File: config.mk
export PLATFORM = sky130hd
export DESIGN_NAME = prsc_phy_rx_status_and_config_regs
export DESIGN_NICKNAME = d
export VERILOG_FILES = /design/src/rtl/prsc_pkg.sv /design/src/rtl/prsc_phy_rx_status_and_config_regs.sv /design/src/rtl/prsc_rx_status_sb.sv
export SDC_FILE = /design/constraint.sdc
export NUM_CORES = 1
export LEC_CHECK = 0
export BUFFER_PORTS_ARGS = -buffer_cell sky130_fd_sc_hd__buf_2
export CORE_MARGIN = 2
export CORE_UTILIZATION = 40
export CTS_BUF_LIST = sky130_fd_sc_hd__clkbuf_4
export DETAILED_ROUTE_END_ITERATION = 8
export HOLD_SLACK_MARGIN = 0.15
export PLACE_DENSITY = 0.63
export SYNTH_ARGS = -nofsm -noshare
export SYNTH_HDL_FRONTEND = slang
export SYNTH_SLANG_ARGS = --single-unit
File: constraint.sdc
create_clock -name clk -period 1.6 [get_ports clk]
set_input_delay 0.08 -clock clk [delete_from_list [all_inputs] [get_ports clk]]
set_output_delay 0.08 -clock clk [all_outputs]
set_load 0.005 [all_outputs]
File: src/rtl/prsc_pkg.sv
// package of register map, field layout and carrier types for the phy rx status bank
// Notes on behaviour
// - all rx status sideband bits are driven from the register clock.
// - displayport rx reset done per lane sits at bits 0, 3, 6, 9.
// - displayport lane lock at bits 1,4,7,10; channel or quad pll by rx clock source.
// - displayport byte aligned per lane sits at bits 2, 5, 8, 11.
// - hdmi bit 0 is link ready once rx reset done is seen.
// - hdmi bit 1 is video ready once receive clock manager is stable.
// - configuration registers read and write over the axi4-lite slave.
// - undefined register bits read as zero.
// - control registers hold zero after reset unless defined otherwise.
// - only offsets are decoded; base address comes from the interconnect.
// - version register at 0x0000 with major, minor, revision, patch, internal fields.
// - bank select at 0x000c, tx bank bits 4:0, rx bank 12:8, reset zero.
// - refclk select at 0x0010: quad pll0 3:0, channel pll 7:4, quad pll1 11:8.
// - bits 27:24 system clock sources, 31:28 pll clock sources, 23:12 reserved.
// - pll reset at 0x0014: channel bit 0, quad0 bit 1, quad1 bit 2.
// - pll lock status at 0x0018: channel locks bits 0-3, quad0 bit 4, quad1 bit 5.
// - tx init at 0x001c, one byte per lane: resets, user ready, pll reset.
// - rx status sideband on axi4-stream, 16 bits displayport, 2 bits hdmi.
package prsc_pkg;
    localparam int ADDR_W = 10;
    localparam int LANES = 4;
    localparam logic [9:0] OFS_VERSION = 10'h000;
    localparam logic [9:0] OFS_BANK_SELECT = 10'h00c;
    localparam logic [9:0] OFS_REFCLK_SELECT = 10'h010;
    localparam logic [9:0] OFS_PLL_RESET = 10'h014;
    localparam logic [9:0] OFS_PLL_LOCK = 10'h018;
    localparam logic [9:0] OFS_TX_INIT = 10'h01c;
    // writable bit masks; everything else is reserved
    localparam logic [31:0] MASK_BANK_SELECT = 32'h00001f1f;
    localparam logic [31:0] MASK_REFCLK_SELECT = 32'hff000fff;
    localparam logic [31:0] MASK_PLL_RESET = 32'h00000007;
    localparam logic [31:0] MASK_TX_INIT = 32'h8f8f8f8f;
    localparam logic [31:0] RST_BANK_SELECT = 32'h00000000;
    localparam logic [31:0] RST_REFCLK_SELECT = 32'h00000000;
    localparam logic [31:0] RST_PLL_RESET = 32'h00000000;
    localparam logic [31:0] RST_TX_INIT = 32'h00000000;
    // version fields; value arbitrary
    localparam logic [7:0] VER_MAJOR = 8'h01;
    localparam logic [7:0] VER_MINOR = 8'h00;
    localparam logic [3:0] VER_REVISION = 4'h0;
    localparam logic [3:0] VER_PATCH = 4'h0;
    localparam logic [7:0] VER_INTERNAL = 8'h00;
    localparam int VER_MAJOR_POS = 24;
    localparam int VER_MINOR_POS = 16;
    localparam int VER_REVISION_POS = 12;
    localparam int VER_PATCH_POS = 8;
    // reference clock select field positions
    localparam int QPLL0_REFCLK_POS = 0;
    localparam int CPLL_REFCLK_POS = 4;
    localparam int QPLL1_REFCLK_POS = 8;
    localparam int RX_SYSCLK_POS = 24;
    localparam int TX_SYSCLK_POS = 26;
    localparam int RX_PLLCLK_POS = 28;
    localparam int TX_PLLCLK_POS = 30;
    // pll reset and lock field positions
    localparam int PLL_RST_CPLL_POS = 0;
    localparam int PLL_RST_QPLL0_POS = 1;
    localparam int PLL_RST_QPLL1_POS = 2;
    localparam int LOCK_QPLL0_POS = 4;
    localparam int LOCK_QPLL1_POS = 5;
    // tx init per-lane byte layout
    localparam int TXI_LANE_STRIDE = 8;
    localparam int TXI_FULL_RESET_POS = 0;
    localparam int TXI_PMA_RESET_POS = 1;
    localparam int TXI_PCS_RESET_POS = 2;
    localparam int TXI_USER_READY_POS = 3;
    localparam int TXI_PLL_AND_TRANSCEIVER_RESET_POS = 7;
    // rx status sideband layout
    localparam int SB_DP_W = 16;
    localparam int SB_HDMI_W = 2;
    localparam int SB_LANE_STRIDE = 3;
    localparam int SB_RESET_DONE_POS = 0;
    localparam int SB_LOCK_POS = 1;
    localparam int SB_ALIGNED_POS = 2;
    localparam int SB_LINK_READY_POS = 0;
    localparam int SB_VIDEO_READY_POS = 1;
    localparam logic [1:0] RESP_OKAY = 2'b00;

    typedef struct packed {
        logic [LANES-1:0] rx_reset_done;
        logic [LANES-1:0] channel_pll_locked;
        logic [LANES-1:0] rx_byte_aligned;
        logic quad_pll0_locked;
        logic quad_pll1_locked;
        logic rx_video_clock_stable;
    } prsc_xcvr_status_s;

    typedef struct packed {
        logic [LANES-1:0] transceiver_tx_full_reset;
        logic [LANES-1:0] tx_pma_reset_a;
        logic [LANES-1:0] tx_pcs_reset_b;
        logic [LANES-1:0] tx_user_logic_ready;
        logic [LANES-1:0] pll_and_transceiver_reset;
        logic channel_pll_reset;
        logic quad_pll0_reset;
        logic quad_pll1_reset;
        logic [3:0] quad_pll0_refclk_source;
        logic [3:0] channel_pll_refclk_source;
        logic [3:0] quad_pll1_refclk_source;
        logic [1:0] rx_system_clock_source;
        logic [1:0] tx_system_clock_source;
        logic [1:0] rx_pll_clock_source;
        logic [1:0] tx_pll_clock_source;
        logic [4:0] tx_bank_select;
        logic [4:0] rx_bank_select;
    } prsc_xcvr_control_s;
endpackage

File: src/rtl/prsc_phy_rx_status_and_config_regs.sv
// top: axi4-lite register bank and rx status sideband of the phy controller
`timescale 1ns/1ps
module prsc_phy_rx_status_and_config_regs
    import prsc_pkg::*;
#(
    parameter bit IS_HDMI = 1'b0
)
(
    input wire logic clk,
    input wire logic reset,
    // axi4-lite slave
    input wire logic [ADDR_W-1:0] s_axi_awaddr,
    input wire logic [2:0] s_axi_awprot,
    input wire logic s_axi_awvalid,
    output logic s_axi_awready,
    input wire logic [31:0] s_axi_wdata,
    input wire logic [3:0] s_axi_wstrb,
    input wire logic s_axi_wvalid,
    output logic s_axi_wready,
    output logic [1:0] s_axi_bresp,
    output logic s_axi_bvalid,
    input wire logic s_axi_bready,
    input wire logic [ADDR_W-1:0] s_axi_araddr,
    input wire logic [2:0] s_axi_arprot,
    input wire logic s_axi_arvalid,
    output logic s_axi_arready,
    output logic [31:0] s_axi_rdata,
    output logic [1:0] s_axi_rresp,
    output logic s_axi_rvalid,
    input wire logic s_axi_rready,
    // transceiver side
    input wire prsc_xcvr_status_s xcvr_status,
    output prsc_xcvr_control_s xcvr_control,
    // rx status sideband stream
    input wire logic rx_status_sb_tready,
    output logic [SB_DP_W-1:0] rx_status_sideband_word,
    output logic rx_status_sb_tvalid
);
    logic [31:0] bank_select;
    logic [31:0] reference_clock_select;
    logic [31:0] pll_reset_control;
    logic [31:0] tx_lane_initialization;
    logic [31:0] pll_lock_status;
    logic [ADDR_W-1:0] wr_addr;
    logic [31:0] wr_data;
    logic [3:0] wr_strb;
    logic aw_held;
    logic w_held;
    logic wr_fire;
    logic ar_fire;

    // -----------------------------------------------------------------
    // helpers
    // -----------------------------------------------------------------
    // byte-lane merge, masked to the implemented bits
    function automatic logic [31:0] merge(input logic [31:0] old, input logic [31:0] data,
                                          input logic [3:0] strb, input logic [31:0] mask);
        logic [31:0] res;
        res = old;
        for (int b = 0; b < 4; b++)
        begin
            if (strb[b])
            begin
                res[b*8 +: 8] = data[b*8 +: 8];
            end
        end
        return res & mask;
    endfunction

    // word offset compare; the low two address bits are ignored
    function automatic logic hit(input logic [ADDR_W-1:0] addr, input logic [9:0] ofs);
        return addr[ADDR_W-1:2] == ofs[9:2];
    endfunction

    // -----------------------------------------------------------------
    // write channel
    // -----------------------------------------------------------------
    // address and data may come in either order; each is held until both are
    // in and the response has been taken, which throttles to one write
    // in flight and keeps bvalid honest
    assign wr_fire = aw_held && w_held && !s_axi_bvalid;

    always_ff @(posedge clk)
    begin
        if (reset)
        begin
            aw_held <= 1'b0;
            wr_addr <= '0;
        end
        else if (s_axi_awready && s_axi_awvalid)
        begin
            aw_held <= 1'b1;
            wr_addr <= s_axi_awaddr;
        end
        else if (wr_fire)
        begin
            aw_held <= 1'b0;
        end
    end

    always_ff @(posedge clk)
    begin
        if (reset)
        begin
            w_held <= 1'b0;
            wr_data <= '0;
            wr_strb <= '0;
        end
        else if (s_axi_wready && s_axi_wvalid)
        begin
            w_held <= 1'b1;
            wr_data <= s_axi_wdata;
            wr_strb <= s_axi_wstrb;
        end
        else if (wr_fire)
        begin
            w_held <= 1'b0;
        end
    end

    always_ff @(posedge clk)
    begin
        if (reset)
        begin
            s_axi_awready <= 1'b0;
            s_axi_wready <= 1'b0;
        end
        else
        begin
            s_axi_awready <= !aw_held && !(s_axi_awready && s_axi_awvalid);
            s_axi_wready <= !w_held && !(s_axi_wready && s_axi_wvalid);
        end
    end

    always_ff @(posedge clk)
    begin
        if (reset)
        begin
            s_axi_bvalid <= 1'b0;
            s_axi_bresp <= RESP_OKAY;
        end
        else if (wr_fire)
        begin
            s_axi_bvalid <= 1'b1;
            s_axi_bresp <= RESP_OKAY;
        end
        else if (s_axi_bready)
        begin
            s_axi_bvalid <= 1'b0;
        end
    end

    // -----------------------------------------------------------------
    // writable registers
    // -----------------------------------------------------------------
    // read-only and reserved offsets fall through with no store
    always_ff @(posedge clk)
    begin
        if (reset)
        begin
            bank_select <= RST_BANK_SELECT;
            reference_clock_select <= RST_REFCLK_SELECT;
            pll_reset_control <= RST_PLL_RESET;
            tx_lane_initialization <= RST_TX_INIT;
        end
        else if (wr_fire)
        begin
            if (hit(wr_addr, OFS_BANK_SELECT))
            begin
                bank_select <= merge(bank_select, wr_data, wr_strb, MASK_BANK_SELECT);
            end
            if (hit(wr_addr, OFS_REFCLK_SELECT))
            begin
                reference_clock_select <= merge(reference_clock_select, wr_data, wr_strb,
                                                MASK_REFCLK_SELECT);
            end
            if (hit(wr_addr, OFS_PLL_RESET))
            begin
                pll_reset_control <= merge(pll_reset_control, wr_data, wr_strb,
                                           MASK_PLL_RESET);
            end
            if (hit(wr_addr, OFS_TX_INIT))
            begin
                tx_lane_initialization <= merge(tx_lane_initialization, wr_data, wr_strb,
                                                MASK_TX_INIT);
            end
        end
    end

    // -----------------------------------------------------------------
    // status capture
    // -----------------------------------------------------------------
    always_ff @(posedge clk)
    begin
        if (reset)
        begin
            pll_lock_status <= '0;
        end
        else
        begin
            pll_lock_status <= '0;
            pll_lock_status[LANES-1:0] <= xcvr_status.channel_pll_locked;
            pll_lock_status[LOCK_QPLL0_POS] <= xcvr_status.quad_pll0_locked;
            pll_lock_status[LOCK_QPLL1_POS] <= xcvr_status.quad_pll1_locked;
        end
    end

    // -----------------------------------------------------------------
    // read channel
    // -----------------------------------------------------------------
    assign ar_fire = s_axi_arready && s_axi_arvalid;

    always_ff @(posedge clk)
    begin
        if (reset)
        begin
            s_axi_arready <= 1'b0;
        end
        else
        begin
            s_axi_arready <= !s_axi_rvalid && !ar_fire;
        end
    end

    always_ff @(posedge clk)
    begin
        if (reset)
        begin
            s_axi_rvalid <= 1'b0;
            s_axi_rdata <= '0;
            s_axi_rresp <= RESP_OKAY;
        end
        else if (ar_fire)
        begin
            s_axi_rvalid <= 1'b1;
            s_axi_rresp <= RESP_OKAY;
            s_axi_rdata <= '0;
            if (hit(s_axi_araddr, OFS_VERSION))
            begin
                s_axi_rdata <= {VER_MAJOR, VER_MINOR, VER_REVISION, VER_PATCH,
                                VER_INTERNAL};
            end
            if (hit(s_axi_araddr, OFS_BANK_SELECT))
            begin
                s_axi_rdata <= bank_select;
            end
            if (hit(s_axi_araddr, OFS_REFCLK_SELECT))
            begin
                s_axi_rdata <= reference_clock_select;
            end
            if (hit(s_axi_araddr, OFS_PLL_RESET))
            begin
                s_axi_rdata <= pll_reset_control;
            end
            if (hit(s_axi_araddr, OFS_PLL_LOCK))
            begin
                s_axi_rdata <= pll_lock_status;
            end
            if (hit(s_axi_araddr, OFS_TX_INIT))
            begin
                s_axi_rdata <= tx_lane_initialization;
            end
        end
        else if (s_axi_rready)
        begin
            s_axi_rvalid <= 1'b0;
        end
    end

    // -----------------------------------------------------------------
    // transceiver controls
    // -----------------------------------------------------------------
    // one register stage after the stored bit so every output is a flop
    always_ff @(posedge clk)
    begin
        if (reset)
        begin
            xcvr_control <= '0;
        end
        else
        begin
            for (int i = 0; i < LANES; i++)
            begin
                xcvr_control.transceiver_tx_full_reset[i] <=
                    tx_lane_initialization[i*TXI_LANE_STRIDE+TXI_FULL_RESET_POS];
                xcvr_control.tx_pma_reset_a[i] <=
                    tx_lane_initialization[i*TXI_LANE_STRIDE+TXI_PMA_RESET_POS];
                xcvr_control.tx_pcs_reset_b[i] <=
                    tx_lane_initialization[i*TXI_LANE_STRIDE+TXI_PCS_RESET_POS];
                xcvr_control.tx_user_logic_ready[i] <=
                    tx_lane_initialization[i*TXI_LANE_STRIDE+TXI_USER_READY_POS];
                xcvr_control.pll_and_transceiver_reset[i] <=
                    tx_lane_initialization[i*TXI_LANE_STRIDE+TXI_PLL_AND_TRANSCEIVER_RESET_POS];
            end
            xcvr_control.channel_pll_reset <= pll_reset_control[PLL_RST_CPLL_POS];
            xcvr_control.quad_pll0_reset <= pll_reset_control[PLL_RST_QPLL0_POS];
            xcvr_control.quad_pll1_reset <= pll_reset_control[PLL_RST_QPLL1_POS];
            xcvr_control.quad_pll0_refclk_source <=
                reference_clock_select[QPLL0_REFCLK_POS +: 4];
            xcvr_control.channel_pll_refclk_source <=
                reference_clock_select[CPLL_REFCLK_POS +: 4];
            xcvr_control.quad_pll1_refclk_source <=
                reference_clock_select[QPLL1_REFCLK_POS +: 4];
            xcvr_control.rx_system_clock_source <=
                reference_clock_select[RX_SYSCLK_POS +: 2];
            xcvr_control.tx_system_clock_source <=
                reference_clock_select[TX_SYSCLK_POS +: 2];
            xcvr_control.rx_pll_clock_source <= reference_clock_select[RX_PLLCLK_POS +: 2];
            xcvr_control.tx_pll_clock_source <= reference_clock_select[TX_PLLCLK_POS +: 2];
            xcvr_control.tx_bank_select <= bank_select[4:0];
            xcvr_control.rx_bank_select <= bank_select[12:8];
        end
    end

    // -----------------------------------------------------------------
    // rx status sideband
    // -----------------------------------------------------------------
    prsc_rx_status_sb #(
        .IS_HDMI(IS_HDMI)
    ) u_status_sb (
        .clk(clk),
        .reset(reset),
        .status(xcvr_status),
        .rx_system_clock_source(reference_clock_select[RX_SYSCLK_POS +: 2]),
        .tready(rx_status_sb_tready),
        .rx_status_sideband_word(rx_status_sideband_word),
        .tvalid(rx_status_sb_tvalid)
    );

    // protection type carries no meaning for this bank
    logic [5:0] unused_prot;
    assign unused_prot = {s_axi_awprot, s_axi_arprot};
endmodule

File: src/rtl/prsc_rx_status_sb.sv
// rx status sideband builder for displayport and hdmi variants
`timescale 1ns/1ps
module prsc_rx_status_sb
    import prsc_pkg::*;
#(
    parameter bit IS_HDMI = 1'b0
)
(
    input wire logic clk,
    input wire logic reset,
    input wire prsc_xcvr_status_s status,
    input wire logic [1:0] rx_system_clock_source,
    input wire logic tready,
    output logic [SB_DP_W-1:0] rx_status_sideband_word,
    output logic tvalid
);
    logic [SB_DP_W-1:0] next_word;

    // -----------------------------------------------------------------
    // word assembly
    // -----------------------------------------------------------------
    // only bit 0 of the source select steers the lock mux, for all lanes
    always_comb
    begin
        next_word = '0;
        if (IS_HDMI)
        begin
            next_word[SB_LINK_READY_POS] = &status.rx_reset_done;
            next_word[SB_VIDEO_READY_POS] = status.rx_video_clock_stable;
        end
        else
        begin
            for (int i = 0; i < LANES; i++)
            begin
                next_word[i*SB_LANE_STRIDE+SB_RESET_DONE_POS] = status.rx_reset_done[i];
                next_word[i*SB_LANE_STRIDE+SB_LOCK_POS] = rx_system_clock_source[0] ?
                    status.quad_pll0_locked : status.channel_pll_locked[i];
                next_word[i*SB_LANE_STRIDE+SB_ALIGNED_POS] = status.rx_byte_aligned[i];
            end
        end
    end

    // -----------------------------------------------------------------
    // stream register
    // -----------------------------------------------------------------
    // status is a level, so the word is refreshed every cycle; tready only
    // marks that the sink looked, no beat is ever held back
    always_ff @(posedge clk)
    begin
        if (reset)
        begin
            rx_status_sideband_word <= '0;
            tvalid <= 1'b0;
        end
        else
        begin
            rx_status_sideband_word <= next_word;
            tvalid <= 1'b1;
        end
    end

    logic unused_ready;
    assign unused_ready = tready;
endmodule

==> metrics.md <==
| Metric | Value |
|---|---|
| Core Box Area | `0.0172 sq mm` |
| Tmin final | `1.59 ns` |
| Vias post-DR | `~6000` |
| Final instance area | `about 0.0096 sq mm` |
| Yosys cell types | `50` |
| WP data arrival | `between 2 and 2.5 ns` |
| Antenna-violating nets left | `0` |
| Routed WL | `between 15000 and 20000 um` |
| First-pass GRT wire length | `between 20000 and 30000 um` |
| Clk Latency, worst-skew pair | `0.59 ns` |
| CTS buffer count | `17` |
| Main flop type after synthesis | `dfxtp_1` |
| Status | `completed` |
| # clock sinks | `between 150 and 200` |
| Detailed Routing Iterations Pass 1 | `4` |
| Starting density of the core | `approximately 41%` |
| Root Buffer | `clkbuf_4` |
| Placement Cell Area | `a little over 0.008 sq mm` |
| GRT Resource Usage Total | `between 10% and 20%` |
| Number of buffers added on ports | `around 170` |
| Gpl congestion | `~0.78` |
| CP Capture Type | `flip-flop` |
| Max Root-Sink Buffers | `2` |
| 1st-iter DRT viols | `~300` |
| Hold Vio Cnt, Final | `0` |
| Largest net degree at the start of global routing | `42` |
| RSZ-0062 raised after global routing | `true` |
| Wirelength per Cell | `14.9 um` |
| Hpwl dp | `between 10000 and 15000 um` |
| Fmax | `between 600 and 700 MHz` |
| Filler cells | `1541` |
| Die width | `around 140 um` |
| H-tree levels | `4` |
| Cell Area, Synth | `around 0.007 sq mm` |
| Slowest-stage cell, CP | `dfxtp_2` |
| Initial antenna violation count | `1` |
| # IOs | `roughly 200` |
| Crit share post-route | `between 90% and 100%` |
| Setup TNS | `0 ns` |
| Die H | `roughly 140 um` |
| MaxCap Viol Count | `0` |
| Max Slew Vio Count | `0` |
| Share of synthesized registers carrying an async set or reset | `0%` |
| Finished Layout Cells | `1237` |
| Flops & latches, synth | `approximately 200` |
| PD cells | `~900 mW/mm^2` |
| Placed Cells | `1114` |
| CP startpoint kind | `flip-flop` |
| Leak | `4.45 nW` |
| Fin util | `a little under three fifths` |
| Worst hold slack | `0.246 ns` |
| Die area | `between 0.015 and 0.02 sq mm` |
| Setup bufs post-CTS | `0` |
| Clk_skew | `0.0229 ns` |
| # nets final | `1084` |
| Remaining Overflow, GRT | `0` |
| Number of global-route vias before repair | `5511` |
| Mean Syn Cell Area | `between 9 and 10 sq um` |
| DRC violations left | `0` |
| Clock slew at reported path FFs | `about 0.15 ns` |
| Number of synthesized flops with an enable pin | `0` |
| Vias per cell | `approximately 4.8` |
| VDD IR-drop max | `approximately 520 uV` |
| Worst Path Required | `approximately 2.1 ns` |
| Area growth from synthesis to layout | `36.4%` |
| Critical Path, Cell by Cell | `nor4_4 > buf_4 > nand4_1 > buf_12 > mux2_2` |
| DP Worst Slack | `-0.0139 ns` |
| Sequential share of the synthesized area | `a little under three fifths` |
| Synth warn | `0` |
| CTS tree | `done` |
| # setup viols final | `0` |
| Row cnt | `48` |
| Critical path type | `reg -> reg` |
| Crit path max fanout | `13` |
| Synth Instances | `about 720` |
| Worst Hold Class | `in -> reg` |
| Share of cells above drive strength 1 | `between 20% and 30%` |
| Worst path max stage delay | `about 0.37 ns` |
| Total Power | `between 8 and 9 mW` |
| Final worst slack | `0.0113 ns` |
## registers in the layout, indices dropped and copies added, names as in the netlist, 8 cells and up
signal / cells
wr_data: 27
tx_lane_initialization: 20
bank_select: 10
reference_clock_select: 20
xcvr_control: 53
u_status_sb.rx_status_sideband_word: 12
wr_addr: 8
s_axi_rdata: 27
## critical path, delay by kind of cell, from the launching register on
kind	cells	cell delay, ns
flops	1	0.37
mux	1	0.26
simple gates	2	0.48
buf+inv	2	0.38
## where the power goes
| group | leakage, nW | total (mW) | switching [mW] | internal, mW |
|---|---|---|---|---|
| Combinational | 2.70 | 0.735 | 0.356 | 0.379 |
| Clock | 0.144 | 2.65 | 1.71 | 0.936 |
| Sequential | 1.61 | 5.07 | 0.0475 | 5.02 |
## kinds of logic after synthesis
family                 share of synthesized area, %
and+or+nand+nor                                20.4
other                                        0.0533
muxes                                          7.30
buffers and inverters                          5.64
DFF                                            56.4
AOI/OAI and AO/OA                              10.2
## layout make-up
| type | count | area (sq um) | share of cell area [%] |
|---|---|---|---|
| Clock inverter | 14 | 151 | 1.58 |
| Tap cell | 225 | 282 | 2.94 |
| Clock buffer | 17 | 128 | 1.33 |
| Multi-Input combinational cell | 455 | 2780 | 29.0 |
| Sequential cell | 198 | 3970 | 41.4 |
| Timing Repair Buffer | 298 | 2170 | 22.6 |
| Inverter | 29 | 109 | 1.14 |
| Antenna cell | 1 | 2.50 | 0.0261 |
## synth_stat cells, types with 2 or more instances
cell type    n  area [sq um]
nor2_1      21          78.8
a311o_1      3          30.0
buf_1        6          22.5
o22ai_1      3          18.8
a21o_1       4          30.0
nand2b_1     8          50.1
mux2i_1     31           310
dfxtp_1    198          3960
nor2b_1     51           319
inv_1       29           109
nand3_1     10          50.1
nor3_1      11          55.1
nand4_1     14          87.6
nor3b_1      2          15.0
nand2_1    140           526
o41ai_2      2          32.5
mux2_2      18           203
buf_4       14           105
a22oi_1     18           135
and2_1       7          43.8
clkbuf_1    30           113
and3_1       2          12.5
o31ai_1      5          37.5
o21ai_0      7          35.0
a31oi_1      7          43.8
buf_6        2          22.5
a21oi_1     54           270
a22o_1       5          43.8
## routing by layer
metal | up-vias | track usage [%] | share of wire [%]
li1 | 2956 | - | -
met1 | 2763 | 24.9 | 45
met2 | 167 | 32.1 | 47
met3 | 26 | 4.74 | 5.3
met4 | 0 | 6.48 | 2.0
met5 | - | 0 | 0
## layout by cell type (no fill, tap or decap), types with 13 or more instances in the layout
cell type / Yosys / routed
a21oi_1: 54 / 54
a22oi_1: 18 / 18
buf_2: 1 / 164
buf_4: 14 / 30
clkbuf_4: 0 / 17
conb_1: 1 / 13
dfxtp_1: 198 / 194
dlygate4sd3_1: 0 / 90
inv_1: 29 / 29
mux2_2: 18 / 17
mux2i_1: 31 / 31
nand2_1: 140 / 139
nand4_1: 14 / 14
nor2_1: 21 / 21
nor2b_1: 51 / 51
## path summary, 6_finish.rpt
check | from | end | slack, ns | depth (start not counted)
min reg2reg | wr_data[15] | wr_data[15] | 0.46 | 2
min | xcvr_status[13] | u_status_sb.rx_status_sideband_word[6] | 0.25 | 3
max reg2reg | wr_addr[8] | reference_clock_select[7] | 0.01 | 5
max | wr_addr[8] | reference_clock_select[7] | 0.01 | 5
## what timing repair did
action,CTS,global route
hold buffers,90,0
resized for setup,5,19
cloned,0,1
pin swaps,0,4
setup endpoints to repair,11,40
hold endpoints to repair,127,0
Note: power is estimated with default switching activity, not from simulation.
